$ cat config.mk
export PLATFORM = sky130hd
export DESIGN_NAME = embedded_power_controller
export DESIGN_NICKNAME = d
export VERILOG_FILES = /design/src/design/power_ctl_pkg.sv /design/src/design/embedded_power_controller.sv /design/src/design/power_sequencer.sv
export VERILOG_INCLUDE_DIRS = /design/src /design/src/design
export SDC_FILE = /design/constraint.sdc
export NUM_CORES = 1
export LEC_CHECK = 0
export BUFFER_PORTS_ARGS = -buffer_cell sky130_fd_sc_hd__buf_2
export CAP_MARGIN = 10
export CELL_PAD_IN_SITES_DETAIL_PLACEMENT = 1
export CELL_PAD_IN_SITES_GLOBAL_PLACEMENT = 2
export CORE_MARGIN = 3
export CORE_UTILIZATION = 36
export CTS_CLUSTER_SIZE = 16
export DETAILED_ROUTE_END_ITERATION = 12
export PLACE_DENSITY_LB_ADDON = 0.12
export RECOVER_POWER = 25
export SYNTH_ARGS = -nofsm -noshare
export SYNTH_HDL_FRONTEND = slang
export SYNTH_SLANG_ARGS = --single-unit
$ cat constraint.sdc
create_clock -name i_ref_clk -period 9.9 [get_ports i_ref_clk]
set_input_delay 1.98 -clock i_ref_clk [delete_from_list [all_inputs] [get_ports i_ref_clk]]
set_output_delay 1.98 -clock i_ref_clk [all_outputs]
set_load 0.01 [all_outputs]
$ cat src/design/power_ctl_defs.svh
// Constants and rule summary for the embedded power controller.
// How it works
// - Four request kinds select one of five sequences.
// - Any resource may appear in any sequence.
// - Untouched resources keep their stored defaults (power-up only; other sequences keep the live control bits).
// - Resources change only through their control bits.
// - Transitions are ordered series of register writes.
// - Arbiter picks one winner among simultaneous requests.
// - State machine uses supply flags and request.
// - Sequencer reads stored steps and applies them.
// - Supply below reset threshold means no-supply state.
// - Between reset and low thresholds means backup.
// - Off keeps only always-on supply enabled (while a sequence runs in off, other resources follow their control bits).
// - Active needs start-up with supply above high.
// - Sleep applies each resource's own low-power setting.
// - Resource kept on keeps linked subsystems on.
// - Sequencing is timed by the slow oscillator.
// - Hardware enters off before sequences take effect.
// - Only five transitions are allowed.
// - Integrity check starts every off-to-active sequence.
`ifndef POWER_CTL_DEFS_SVH
`define POWER_CTL_DEFS_SVH
`define SLOW_OSC_HZ 32768
`define REF_CLK_HZ 100000000
`define SEQ_ID_W 3
`define SEQ_OFF_TO_ACT 3'h0
`define SEQ_ACT_TO_OFF 3'h1
`define SEQ_SLP_TO_OFF 3'h2
`define SEQ_ACT_TO_SLP 3'h3
`define SEQ_SLP_TO_ACT 3'h4
`define SEQ_NONE 3'h7
`define STEP_ADDR_W 8
`define STEP_MODE_W 2
`define RES_MODE_OFF 2'h0
`define RES_MODE_ON 2'h1
`define RES_MODE_SLEEP 2'h2
`define RES_MODE_HOLD 2'h3
`endif

$ cat src/design/power_ctl_pkg.sv
// Types shared by the embedded power controller.
package power_ctl_pkg;
    typedef enum logic [4:0] {
        ST_NO_SUPPLY = 5'h01,
        ST_BACKUP = 5'h02,
        ST_OFF = 5'h04,
        ST_ACTIVE = 5'h08,
        ST_SLEEP = 5'h10
    } power_state_type;
    typedef enum logic [3:0] {
        SQ_IDLE = 4'h1,
        SQ_CHECK = 4'h2,
        SQ_STEP = 4'h4,
        SQ_DONE = 4'h8
    } seq_state_type;
endpackage : power_ctl_pkg

$ cat src/design/embedded_power_controller.sv
// Top of the embedded power controller: arbitration and power state machine.
`timescale 1ns/1ps
`default_nettype none
`include "power_ctl_defs.svh"
module embedded_power_controller
    import power_ctl_pkg::*;
#(
    parameter int NUM_RES = 8,
    parameter int STEPS = 8,
    parameter int ALWAYS_ON_RES = 0
) (
    input wire logic i_ref_clk,
    input wire logic i_reset,
    input wire logic i_ce,
    input wire logic i_above_por,
    input wire logic i_above_sys_low,
    input wire logic i_above_sys_high,
    input wire logic i_hot_die,
    input wire logic i_on_req,
    input wire logic i_off_req,
    input wire logic i_wake_req,
    input wire logic i_sleep_req,
    input wire logic i_check_en,
    input wire logic i_check_ok,
    input wire logic i_check_stop,
    input wire logic [5*STEPS*(NUM_RES+2)-1:0] i_seq_rom,
    input wire logic [NUM_RES*2-1:0] i_default_mode,
    input wire logic [NUM_RES*2-1:0] i_sleep_mode,
    input wire logic [NUM_RES*NUM_RES-1:0] i_link_map,
    input wire logic i_host_wr,
    input wire logic [7:0] i_host_res,
    input wire logic [1:0] i_host_mode,
    output logic [NUM_RES-1:0] o_res_en,
    output logic [NUM_RES-1:0] o_res_low_power,
    output logic [4:0] o_power_state,
    output logic o_seq_busy,
    output logic o_seq_done,
    output logic o_check_err
);
    localparam int TICK_DIV = `REF_CLK_HZ / `SLOW_OSC_HZ;
    localparam int TW = $clog2(TICK_DIV + 1);
    initial begin
        if (ALWAYS_ON_RES >= NUM_RES || NUM_RES > 256 || TICK_DIV < 1) begin
            $error("embedded_power_controller: bad parameters");
        end
    end
    function automatic logic [1:0] mode_of(input logic [NUM_RES*2-1:0] v, input int i);
        mode_of = v[i*2 +: 2];
    endfunction : mode_of
    power_state_type state_ff;
    power_state_type nxt_state;
    power_state_type target_ff;
    logic [TW-1:0] tick_cnt_ff;
    logic tick_ff;
    logic start_ff;
    logic [`SEQ_ID_W-1:0] seq_id_ff;
    logic [NUM_RES*2-1:0] host_mode_ff;
    logic [NUM_RES-1:0] en_ff;
    logic [NUM_RES-1:0] lp_ff;
    logic [4:0] state_out_ff;
    logic done_q_ff;
    logic err_q_ff;
    logic busy_q_ff;
    logic [NUM_RES*2-1:0] seq_mode;
    logic seq_done;
    logic seq_busy;
    logic seq_err;
    // Slow oscillator tick derived from the reference clock.
    always_ff @(posedge i_ref_clk) begin
        if (i_reset) begin
            tick_cnt_ff <= '0;
            tick_ff <= 1'b0;
        end else if (i_ce) begin
            tick_ff <= (32'(tick_cnt_ff) == TICK_DIV - 1);
            tick_cnt_ff <= (32'(tick_cnt_ff) == TICK_DIV - 1) ? '0 : tick_cnt_ff + 1'b1;
        end
    end
    // Arbitration: off beats sleep beats wake beats on.
    wire want_off = i_off_req && (state_ff == ST_ACTIVE || state_ff == ST_SLEEP);
    wire want_sleep = i_sleep_req && state_ff == ST_ACTIVE && !want_off;
    wire want_wake = i_wake_req && state_ff == ST_SLEEP && !want_off;
    wire gate_on = !i_above_sys_high || i_hot_die;
    wire want_on = i_on_req && state_ff == ST_OFF && !gate_on;
    wire req_ok = !seq_busy && !start_ff && i_above_sys_low;
    wire do_seq = req_ok && (want_off || want_sleep || want_wake || want_on);
    wire [`SEQ_ID_W-1:0] pick_id = want_off ? ((state_ff == ST_SLEEP) ? `SEQ_SLP_TO_OFF
        : `SEQ_ACT_TO_OFF) : want_sleep ? `SEQ_ACT_TO_SLP : want_wake ? `SEQ_SLP_TO_ACT
        : want_on ? `SEQ_OFF_TO_ACT : `SEQ_NONE;
    wire power_lost = !i_above_por;
    wire check_blocked = seq_err && i_check_stop;
    // Power-up starts from stored defaults; other sequences keep the live control bits.
    wire [NUM_RES*2-1:0] seq_base_mode = (seq_id_ff == `SEQ_OFF_TO_ACT)
        ? i_default_mode : host_mode_ff;
    // Power state next value.
    always_comb begin
        nxt_state = state_ff;
        case (state_ff)
            ST_NO_SUPPLY: nxt_state = ST_BACKUP;
            ST_BACKUP: if (i_above_sys_low) nxt_state = ST_OFF;
            ST_OFF, ST_ACTIVE, ST_SLEEP: begin
                if (!i_above_sys_low) begin
                    nxt_state = ST_BACKUP;
                end else if (seq_done && !check_blocked) begin
                    nxt_state = target_ff;
                end
            end
            default: nxt_state = ST_NO_SUPPLY;
        endcase
        if (power_lost) begin
            nxt_state = ST_NO_SUPPLY;
        end
    end
    // Power state, request latch and target.
    always_ff @(posedge i_ref_clk) begin
        if (i_reset) begin
            state_ff <= ST_NO_SUPPLY;
            target_ff <= ST_OFF;
            start_ff <= 1'b0;
            seq_id_ff <= `SEQ_NONE;
        end else if (i_ce) begin
            state_ff <= nxt_state;
            start_ff <= do_seq && !power_lost;
            if (do_seq) begin
                seq_id_ff <= pick_id;
                target_ff <= (want_off) ? ST_OFF : (want_sleep) ? ST_SLEEP : ST_ACTIVE;
            end
        end
    end
    power_sequencer #(
        .NUM_RES(NUM_RES),
        .STEPS(STEPS)
    ) u_seq (
        .i_ref_clk(i_ref_clk),
        .i_reset(i_reset),
        .i_ce(i_ce),
        .i_abort(power_lost || !i_above_sys_low),
        .i_tick(tick_ff),
        .i_start(start_ff),
        .i_seq_id(seq_id_ff),
        .i_check_en(i_check_en),
        .i_check_ok(i_check_ok),
        .i_check_stop(i_check_stop),
        .i_seq_rom(i_seq_rom),
        .i_default_mode(seq_base_mode),
        .o_res_mode(seq_mode),
        .o_done(seq_done),
        .o_busy(seq_busy),
        .o_check_err(seq_err)
    );
    // Host writes land in the same control bits the sequencer writes.
    always_ff @(posedge i_ref_clk) begin
        if (i_reset) begin
            host_mode_ff <= '0;
        end else if (i_ce) begin
            if (start_ff) begin
                // Host writes are ignored; power-up drops to defaults before resources switch.
                if (seq_id_ff == `SEQ_OFF_TO_ACT) begin
                    host_mode_ff <= i_default_mode;
                end
            end else if (seq_busy) begin
                host_mode_ff <= seq_mode;
            end else if (i_host_wr && 32'(i_host_res) < NUM_RES) begin
                host_mode_ff[32'(i_host_res)*2 +: 2] <= i_host_mode;
            end else if (seq_done) begin
                host_mode_ff <= seq_mode;
            end
        end
    end
    // Per-resource enable and low-power decode.
    logic [NUM_RES-1:0] res_on;
    logic [NUM_RES-1:0] res_lp;
    genvar g;
    generate
        for (g = 0; g < NUM_RES; g++) begin : g_res
            wire [1:0] base = mode_of(host_mode_ff, g);
            wire [1:0] slp = mode_of(i_sleep_mode, g);
            wire [1:0] eff = (state_ff == ST_SLEEP && base != `RES_MODE_OFF) ? slp : base;
            wire own_on = (g == ALWAYS_ON_RES) ? (state_ff != ST_NO_SUPPLY)
                : ((state_ff == ST_ACTIVE || state_ff == ST_SLEEP || seq_busy)
                && eff != `RES_MODE_OFF);
            assign res_lp[g] = own_on && eff == `RES_MODE_SLEEP;
            logic linked;
            always_comb begin
                linked = 1'b0;
                for (int k = 0; k < NUM_RES; k++) begin
                    if (i_link_map[k*NUM_RES + g] && state_ff == ST_SLEEP
                        && mode_of(i_sleep_mode, k) == `RES_MODE_ON
                        && mode_of(host_mode_ff, k) != `RES_MODE_OFF) begin
                        linked = 1'b1;
                    end
                end
            end
            assign res_on[g] = own_on || linked;
        end
    endgenerate
    // Registered outputs.
    always_ff @(posedge i_ref_clk) begin
        if (i_reset) begin
            en_ff <= '0;
            lp_ff <= '0;
            state_out_ff <= 5'h01;
            done_q_ff <= 1'b0;
            err_q_ff <= 1'b0;
            busy_q_ff <= 1'b0;
        end else if (i_ce) begin
            en_ff <= res_on;
            lp_ff <= res_lp;
            state_out_ff <= state_ff;
            done_q_ff <= seq_done;
            err_q_ff <= seq_err;
            busy_q_ff <= seq_busy;
        end
    end
    assign o_res_en = en_ff;
    assign o_res_low_power = lp_ff;
    assign o_power_state = state_out_ff;
    assign o_seq_busy = busy_q_ff;
    assign o_seq_done = done_q_ff;
    assign o_check_err = err_q_ff;
    a_no_supply_state: assert property (@(posedge i_ref_clk) disable iff (i_reset)
        (i_ce && !i_above_por) |=> state_ff == ST_NO_SUPPLY)
        else $error("no-supply not entered");
    a_backup_state: assert property (@(posedge i_ref_clk) disable iff (i_reset)
        (i_ce && i_above_por && !i_above_sys_low) |=> state_ff == ST_BACKUP)
        else $error("backup not entered");
    a_active_gate: assert property (@(posedge i_ref_clk) disable iff (i_reset)
        (do_seq && pick_id == `SEQ_OFF_TO_ACT) |-> i_above_sys_high)
        else $error("start-up without high supply");
    a_legal_moves: assert property (@(posedge i_ref_clk) disable iff (i_reset)
        (state_ff != $past(state_ff) && (state_ff == ST_ACTIVE || state_ff == ST_SLEEP))
        |-> ((state_ff == ST_ACTIVE)
        ? ($past(state_ff) == ST_OFF || $past(state_ff) == ST_SLEEP)
        : ($past(state_ff) == ST_ACTIVE)))
        else $error("illegal transition");
    a_off_only_aon: assert property (@(posedge i_ref_clk) disable iff (i_reset)
        (state_ff == ST_OFF && !seq_busy && !start_ff && i_ce && i_above_por && i_above_sys_low)
        |=> (res_on == NUM_RES'(1) << ALWAYS_ON_RES))
        else $error("resource on in off");
    a_one_winner: assert property (@(posedge i_ref_clk) disable iff (i_reset)
        do_seq |-> $onehot({want_off, want_sleep, want_wake, want_on}))
        else $error("more than one winner");
    c_power_up: cover property (@(posedge i_ref_clk) state_ff == ST_ACTIVE);
    c_sleep: cover property (@(posedge i_ref_clk) state_ff == ST_SLEEP);
    c_check_err: cover property (@(posedge i_ref_clk) seq_err);
endmodule : embedded_power_controller
`default_nettype wire

$ cat src/design/power_sequencer.sv
// Sequencer that walks a stored sequence one step per slow tick.
`timescale 1ns/1ps
`default_nettype none
`include "power_ctl_defs.svh"
module power_sequencer
    import power_ctl_pkg::*;
#(
    parameter int NUM_RES = 8,
    parameter int STEPS = 8
) (
    input wire logic i_ref_clk,
    input wire logic i_reset,
    input wire logic i_ce,
    input wire logic i_abort,
    input wire logic i_tick,
    input wire logic i_start,
    input wire logic [`SEQ_ID_W-1:0] i_seq_id,
    input wire logic i_check_en,
    input wire logic i_check_ok,
    input wire logic i_check_stop,
    input wire logic [5*STEPS*(NUM_RES+2)-1:0] i_seq_rom,
    input wire logic [NUM_RES*2-1:0] i_default_mode,
    output logic [NUM_RES*2-1:0] o_res_mode,
    output logic o_done,
    output logic o_busy,
    output logic o_check_err
);
    localparam int SW = NUM_RES + 2;
    localparam int IW = $clog2(STEPS + 1);
    initial begin
        if (NUM_RES < 1 || STEPS < 1 || NUM_RES > 256) begin
            $error("power_sequencer: bad parameters");
        end
    end
    seq_state_type state_ff;
    seq_state_type nxt_state;
    logic [IW-1:0] idx_ff;
    logic [`SEQ_ID_W-1:0] sel_ff;
    logic [NUM_RES*2-1:0] mode_ff;
    logic done_ff;
    logic err_ff;
    // A step word: valid bit, resource index, new mode.
    wire [SW-1:0] step_word = i_seq_rom[(32'(sel_ff) * STEPS + 32'(idx_ff)) * SW +: SW];
    wire step_valid = step_word[SW-1];
    wire [1:0] step_mode = step_word[1:0];
    wire [SW-4:0] step_res = step_word[SW-2:2];
    wire last_step = (32'(idx_ff) == STEPS - 1) || !step_valid;
    // Next-state selection.
    always_comb begin
        nxt_state = state_ff;
        case (state_ff)
            SQ_IDLE: if (i_start) nxt_state = (i_seq_id == `SEQ_OFF_TO_ACT && i_check_en)
                ? SQ_CHECK : SQ_STEP;
            SQ_CHECK: if (!i_check_ok && i_check_stop) nxt_state = SQ_DONE;
                else nxt_state = SQ_STEP;
            SQ_STEP: if (i_tick && last_step) nxt_state = SQ_DONE;
            SQ_DONE: nxt_state = SQ_IDLE;
            default: nxt_state = SQ_IDLE;
        endcase
    end
    // State, step index and resource modes.
    always_ff @(posedge i_ref_clk) begin
        if (i_reset) begin
            state_ff <= SQ_IDLE;
            idx_ff <= '0;
            sel_ff <= '0;
            mode_ff <= '0;
            done_ff <= 1'b0;
            err_ff <= 1'b0;
        end else if (i_ce) begin
            done_ff <= 1'b0;
            if (i_abort) begin
                state_ff <= SQ_IDLE;
                mode_ff <= '0;
            end else begin
                state_ff <= nxt_state;
                // Each sequence starts from the modes the parent hands in at start.
                if (state_ff == SQ_IDLE && i_start) begin
                    sel_ff <= i_seq_id;
                    idx_ff <= '0;
                    mode_ff <= i_default_mode;
                end
                if (state_ff == SQ_CHECK) begin
                    err_ff <= !i_check_ok;
                end
                if (state_ff == SQ_STEP && i_tick) begin
                    idx_ff <= idx_ff + 1'b1;
                    if (step_valid && 32'(step_res) < NUM_RES) begin
                        mode_ff[32'(step_res)*2 +: 2] <= step_mode;
                    end
                end
                if (nxt_state == SQ_DONE) begin
                    done_ff <= 1'b1;
                end
            end
        end
    end
    assign o_res_mode = mode_ff;
    assign o_done = done_ff;
    assign o_busy = (state_ff != SQ_IDLE);
    assign o_check_err = err_ff;
    a_one_step_tick: assert property (@(posedge i_ref_clk) disable iff (i_reset)
        (i_ce && state_ff == SQ_STEP && !i_tick && !i_abort) |=> $stable(idx_ff))
        else $error("step advanced without tick");
    a_abort_idle: assert property (@(posedge i_ref_clk) disable iff (i_reset)
        (i_ce && i_abort) |=> state_ff == SQ_IDLE)
        else $error("abort did not stop sequence");
endmodule : power_sequencer
`default_nettype wire

==> impl_metrics.json <==
{
  "run_status": "finished, violations left",
  "violations": "max-capacitance violations, max-slew violations",
  "hold_start": "o_res_low_power[3]",
  "fin_crit_sh_pct": 78.5,
  "ctsHoldBuffers": 0,
  "p_leak_nw": 8.45,
  "required_ps": 10180,
  "die_w_um": 253,
  "hp-class": "reg -> reg",
  "post-cts-setup-buffer-count": 0,
  "period_needed_ps": 7770,
  "place_inst": 3597,
  "fillerInstances": 7078,
  "clockBufferDepth": 2,
  "rrSetupSlack_ps": 2130,
  "synth_commonest_cells": "315 x mux2i_1, 268 x mux4_2, 247 x nand2_1",
  "cts_resized": 0,
  "min_path_cells": 2,
  "numCtsBuffers": 9,
  "cap_violations": 1,
  "reg2regPathDepth": 26,
  "io_pins": 545,
  "synth_cell_type_count": 92,
  "grt_max_degree": 157,
  "cts.sinks": 94,
  "synth_nets": 2989,
  "num_rows": 89,
  "fin_worst_skew_ps": 9.91,
  "drcViolationCount": 0,
  "core_region_area_um2": 59600,
  "h-tree-depth": 3,
  "start_kind": "register",
  "drt_iter0_drc": 2552,
  "fmax_mhz": 129,
  "async_flop_share_pct": 0,
  "holdWs_ps": 474,
  "rsz0062_at_grt": "no",
  "total_power_mw": 1.23,
  "setup_tns_ps": 0,
  "avgRoutedWirePerCell_um": 34.4,
  "die_h_um": 253,
  "syn_to_final_growth_pct": 15.1,
  "synth_area_per_cell_um2": 8.95,
  "clock_latency_ps": 370,
  "drtPass1Iterations": 5,
  "ys_seq_area_share_pct": 8.59,
  "gp_congestion": 0.961,
  "worstSetupEndpointType": "register",
  "final_nets": 3376,
  "initial_utilization_pct": 36.8,
  "syn-cell-area_um2": 21900,
  "drive_gt1_share_pct": 34.2,
  "ys_warn_count": 0,
  "grt_usage_pct": 37.7,
  "layout.cells.non_filler": 3622,
  "grt_pass1_vias": 26014,
  "vdd_drop_max_uv": 80.7,
  "cp_max_fo": 15,
  "wirelength_um": 125000,
  "antenna_found_initial": 16,
  "yosysMostFrequentCell": "mux2i_1",
  "cts_root_buffer": "clkbuf_16",
  "cellPowerDensity_nw_per_um2": 48.9,
  "dieArea_um2": 63800,
  "synth_edf_count": 0,
  "num_vias": 25610,
  "ys_top_cells_by_area": "mux4_2 28%, mux2i_1 14%, dfxtp_1 8.6%",
  "ant_nets": 0,
  "cts_tree": "yes",
  "tightest_slew_ps": 2320,
  "hold_viol_final": 0,
  "min_to": "o_res_low_power[3]",
  "ys_seq_elements": 94,
  "path_clk_slew_ps": 80,
  "finalSetupViolations": 0,
  "gr-total-overflow": 0,
  "dpl.hpwl_um": 96500,
  "maxSlewViolCount": 44,
  "io_buffers": 536,
  "synth_ff_type": "dfxtp_1",
  "syn-instance-count": 2448,
  "worstPathArrival_ps": 8050,
  "grt_pass1_wl_um": 180000,
  "via_per_inst": 7.07,
  "yosysTopAreaCellShare_pct": 27.6,
  "maxSlewHeadroom_pct": -54.4,
  "r2r-end": "u_seq.o_res_mode[6]",
  "crit_type": "reg -> reg",
  "r2r-start": "u_seq.idx_ff[3]",
  "synth_top_area_cell": "mux4_2"
}
==> how the worst max path moves through the flow <==
stage | startpoint | to | slack, ps
2_1_floorplan | u_seq.idx_ff[3] | u_seq.o_res_mode[6] | 4400
5_1_grt | u_seq.idx_ff[1] | u_seq.o_res_mode[6] | 1850
3_3_place_gp | u_seq.idx_ff[3] | u_seq.o_res_mode[6] | 2650
3_5_place_dp | u_seq.idx_ff[1] | u_seq.o_res_mode[6] | 2500
4_1_cts | u_seq.idx_ff[1] | u_seq.o_res_mode[6] | 2450
6_report | u_seq.idx_ff[3] | u_seq.o_res_mode[6] | 2130
==> per-stage QoR <==
step	setup slack, ps	instance area (um2)	utilization (%)
after CTS	2450	25200	42.3
after global placement	2650	24900	41.8
after floorplan	4400	21900	-
after global routing	1850	25200	42.3
after detailed placement	2500	24900	41.8
final	2130	25200	42.3
==> power breakdown <==
part | switching [mW] | internal [mW] | total [mW] | leakage, nW
sequential | 0.00419 | 0.381 | 0.386 | 0.762
clock | 0.183 | 0.180 | 0.363 | 0.146
combinational | 0.267 | 0.217 | 0.484 | 7.54
==> state kept, by name (all words and copies together), names as in the netlist <==
signal / count
o_res_en: 8
tick_ff: 1
o_res_low_power: 8
u_seq.o_res_mode: 16
host_mode_ff: 16
o_seq_done: 1
u_seq.state_ff: 4
tick_cnt_ff: 12
u_seq.idx_ff: 4
target_ff: 3
u_seq.o_done: 1
o_seq_busy: 1
u_seq.sel_ff: 3
u_seq.o_check_err: 1
o_power_state: 5
start_ff: 1
seq_id_ff: 3
state_ff: 5
o_check_err: 1
==> placed cells by master (no fill, tap or decap), types with 20 or more instances in the layout <==
master and n:
buf_2 516, buf_4 74, o22ai_1 62, nor2b_1 23, dfxtp_1 92, nand2_1 247, o31ai_1 29, nor2_1 175
mux2_2 46, mux4_2 268, a221oi_1 32, a22oi_1 35, nand2b_1 20, a211oi_1 35, o211ai_1 35, nor4_1 21
o21ai_0 76, nand4_1 33, clkbuf_1 21, nor3_1 46, mux2i_1 315, a21oi_1 109, a31oi_1 33, nand3_1 66
a311oi_1 33, inv_1 33
==> kinds of logic (layout without fill, tap and decap cells) <==
group,count (synthesis),count (layout),synth area share (%)
flip-flops,94,94,8.59
XOR/XNOR,18,18,0.720
multiplexers,629,629,44.3
other,0,9,0
AO/OA/AOI/OAI,662,662,21.6
buffers and inverters,277,669,7.15
adder cells (fa/ha/maj),20,20,1.18
AND/OR/NAND/NOR,748,748,16.5
==> final cells by class <==
type                            count  area [um2]  share of cell area (%)
Inverter                           37         140                   0.556
Clock buffer                        9         225                   0.893
Antenna cell                        9        22.5                  0.0893
Tap cell                          773         967                    3.84
Clock inverter                      7        77.6                   0.308
Timing Repair Buffer              616        3320                    13.2
Sequential cell                    94        1890                    7.50
Multi-Input combinational cell   2077       18600                    73.7
==> critical path: stages, from the launching register on <==
cell      delay [ps]
dfxtp_1          370
ha_1             260
ha_1             190
xor2_1           210
ha_1             270
ha_1             410
nand2b_1         200
a2111o_1         440
buf_4            250
nand2_1          590
buf_4            340
o221ai_1         140
o32ai_1         1030
a22oi_1          420
inv_1            130
ha_1             150
inv_1             70
a21oi_1          350
nand3_1          210
inv_1            100
ha_1             150
nand2b_1         110
nor4_1           200
nand3_1          110
buf_4            210
or4_1            530
o211ai_1         210
==> metal layers <==
metal  vias up  share of wire (%)  GRT usage, %
met5         -              0.067             0
met2      1538                 46          61.7
met3       347                8.9          6.44
met1     12973                 39          47.3
li1      10738                  -             -
met4        14                6.3          20.6
Power figures use the tool's default switching activity.
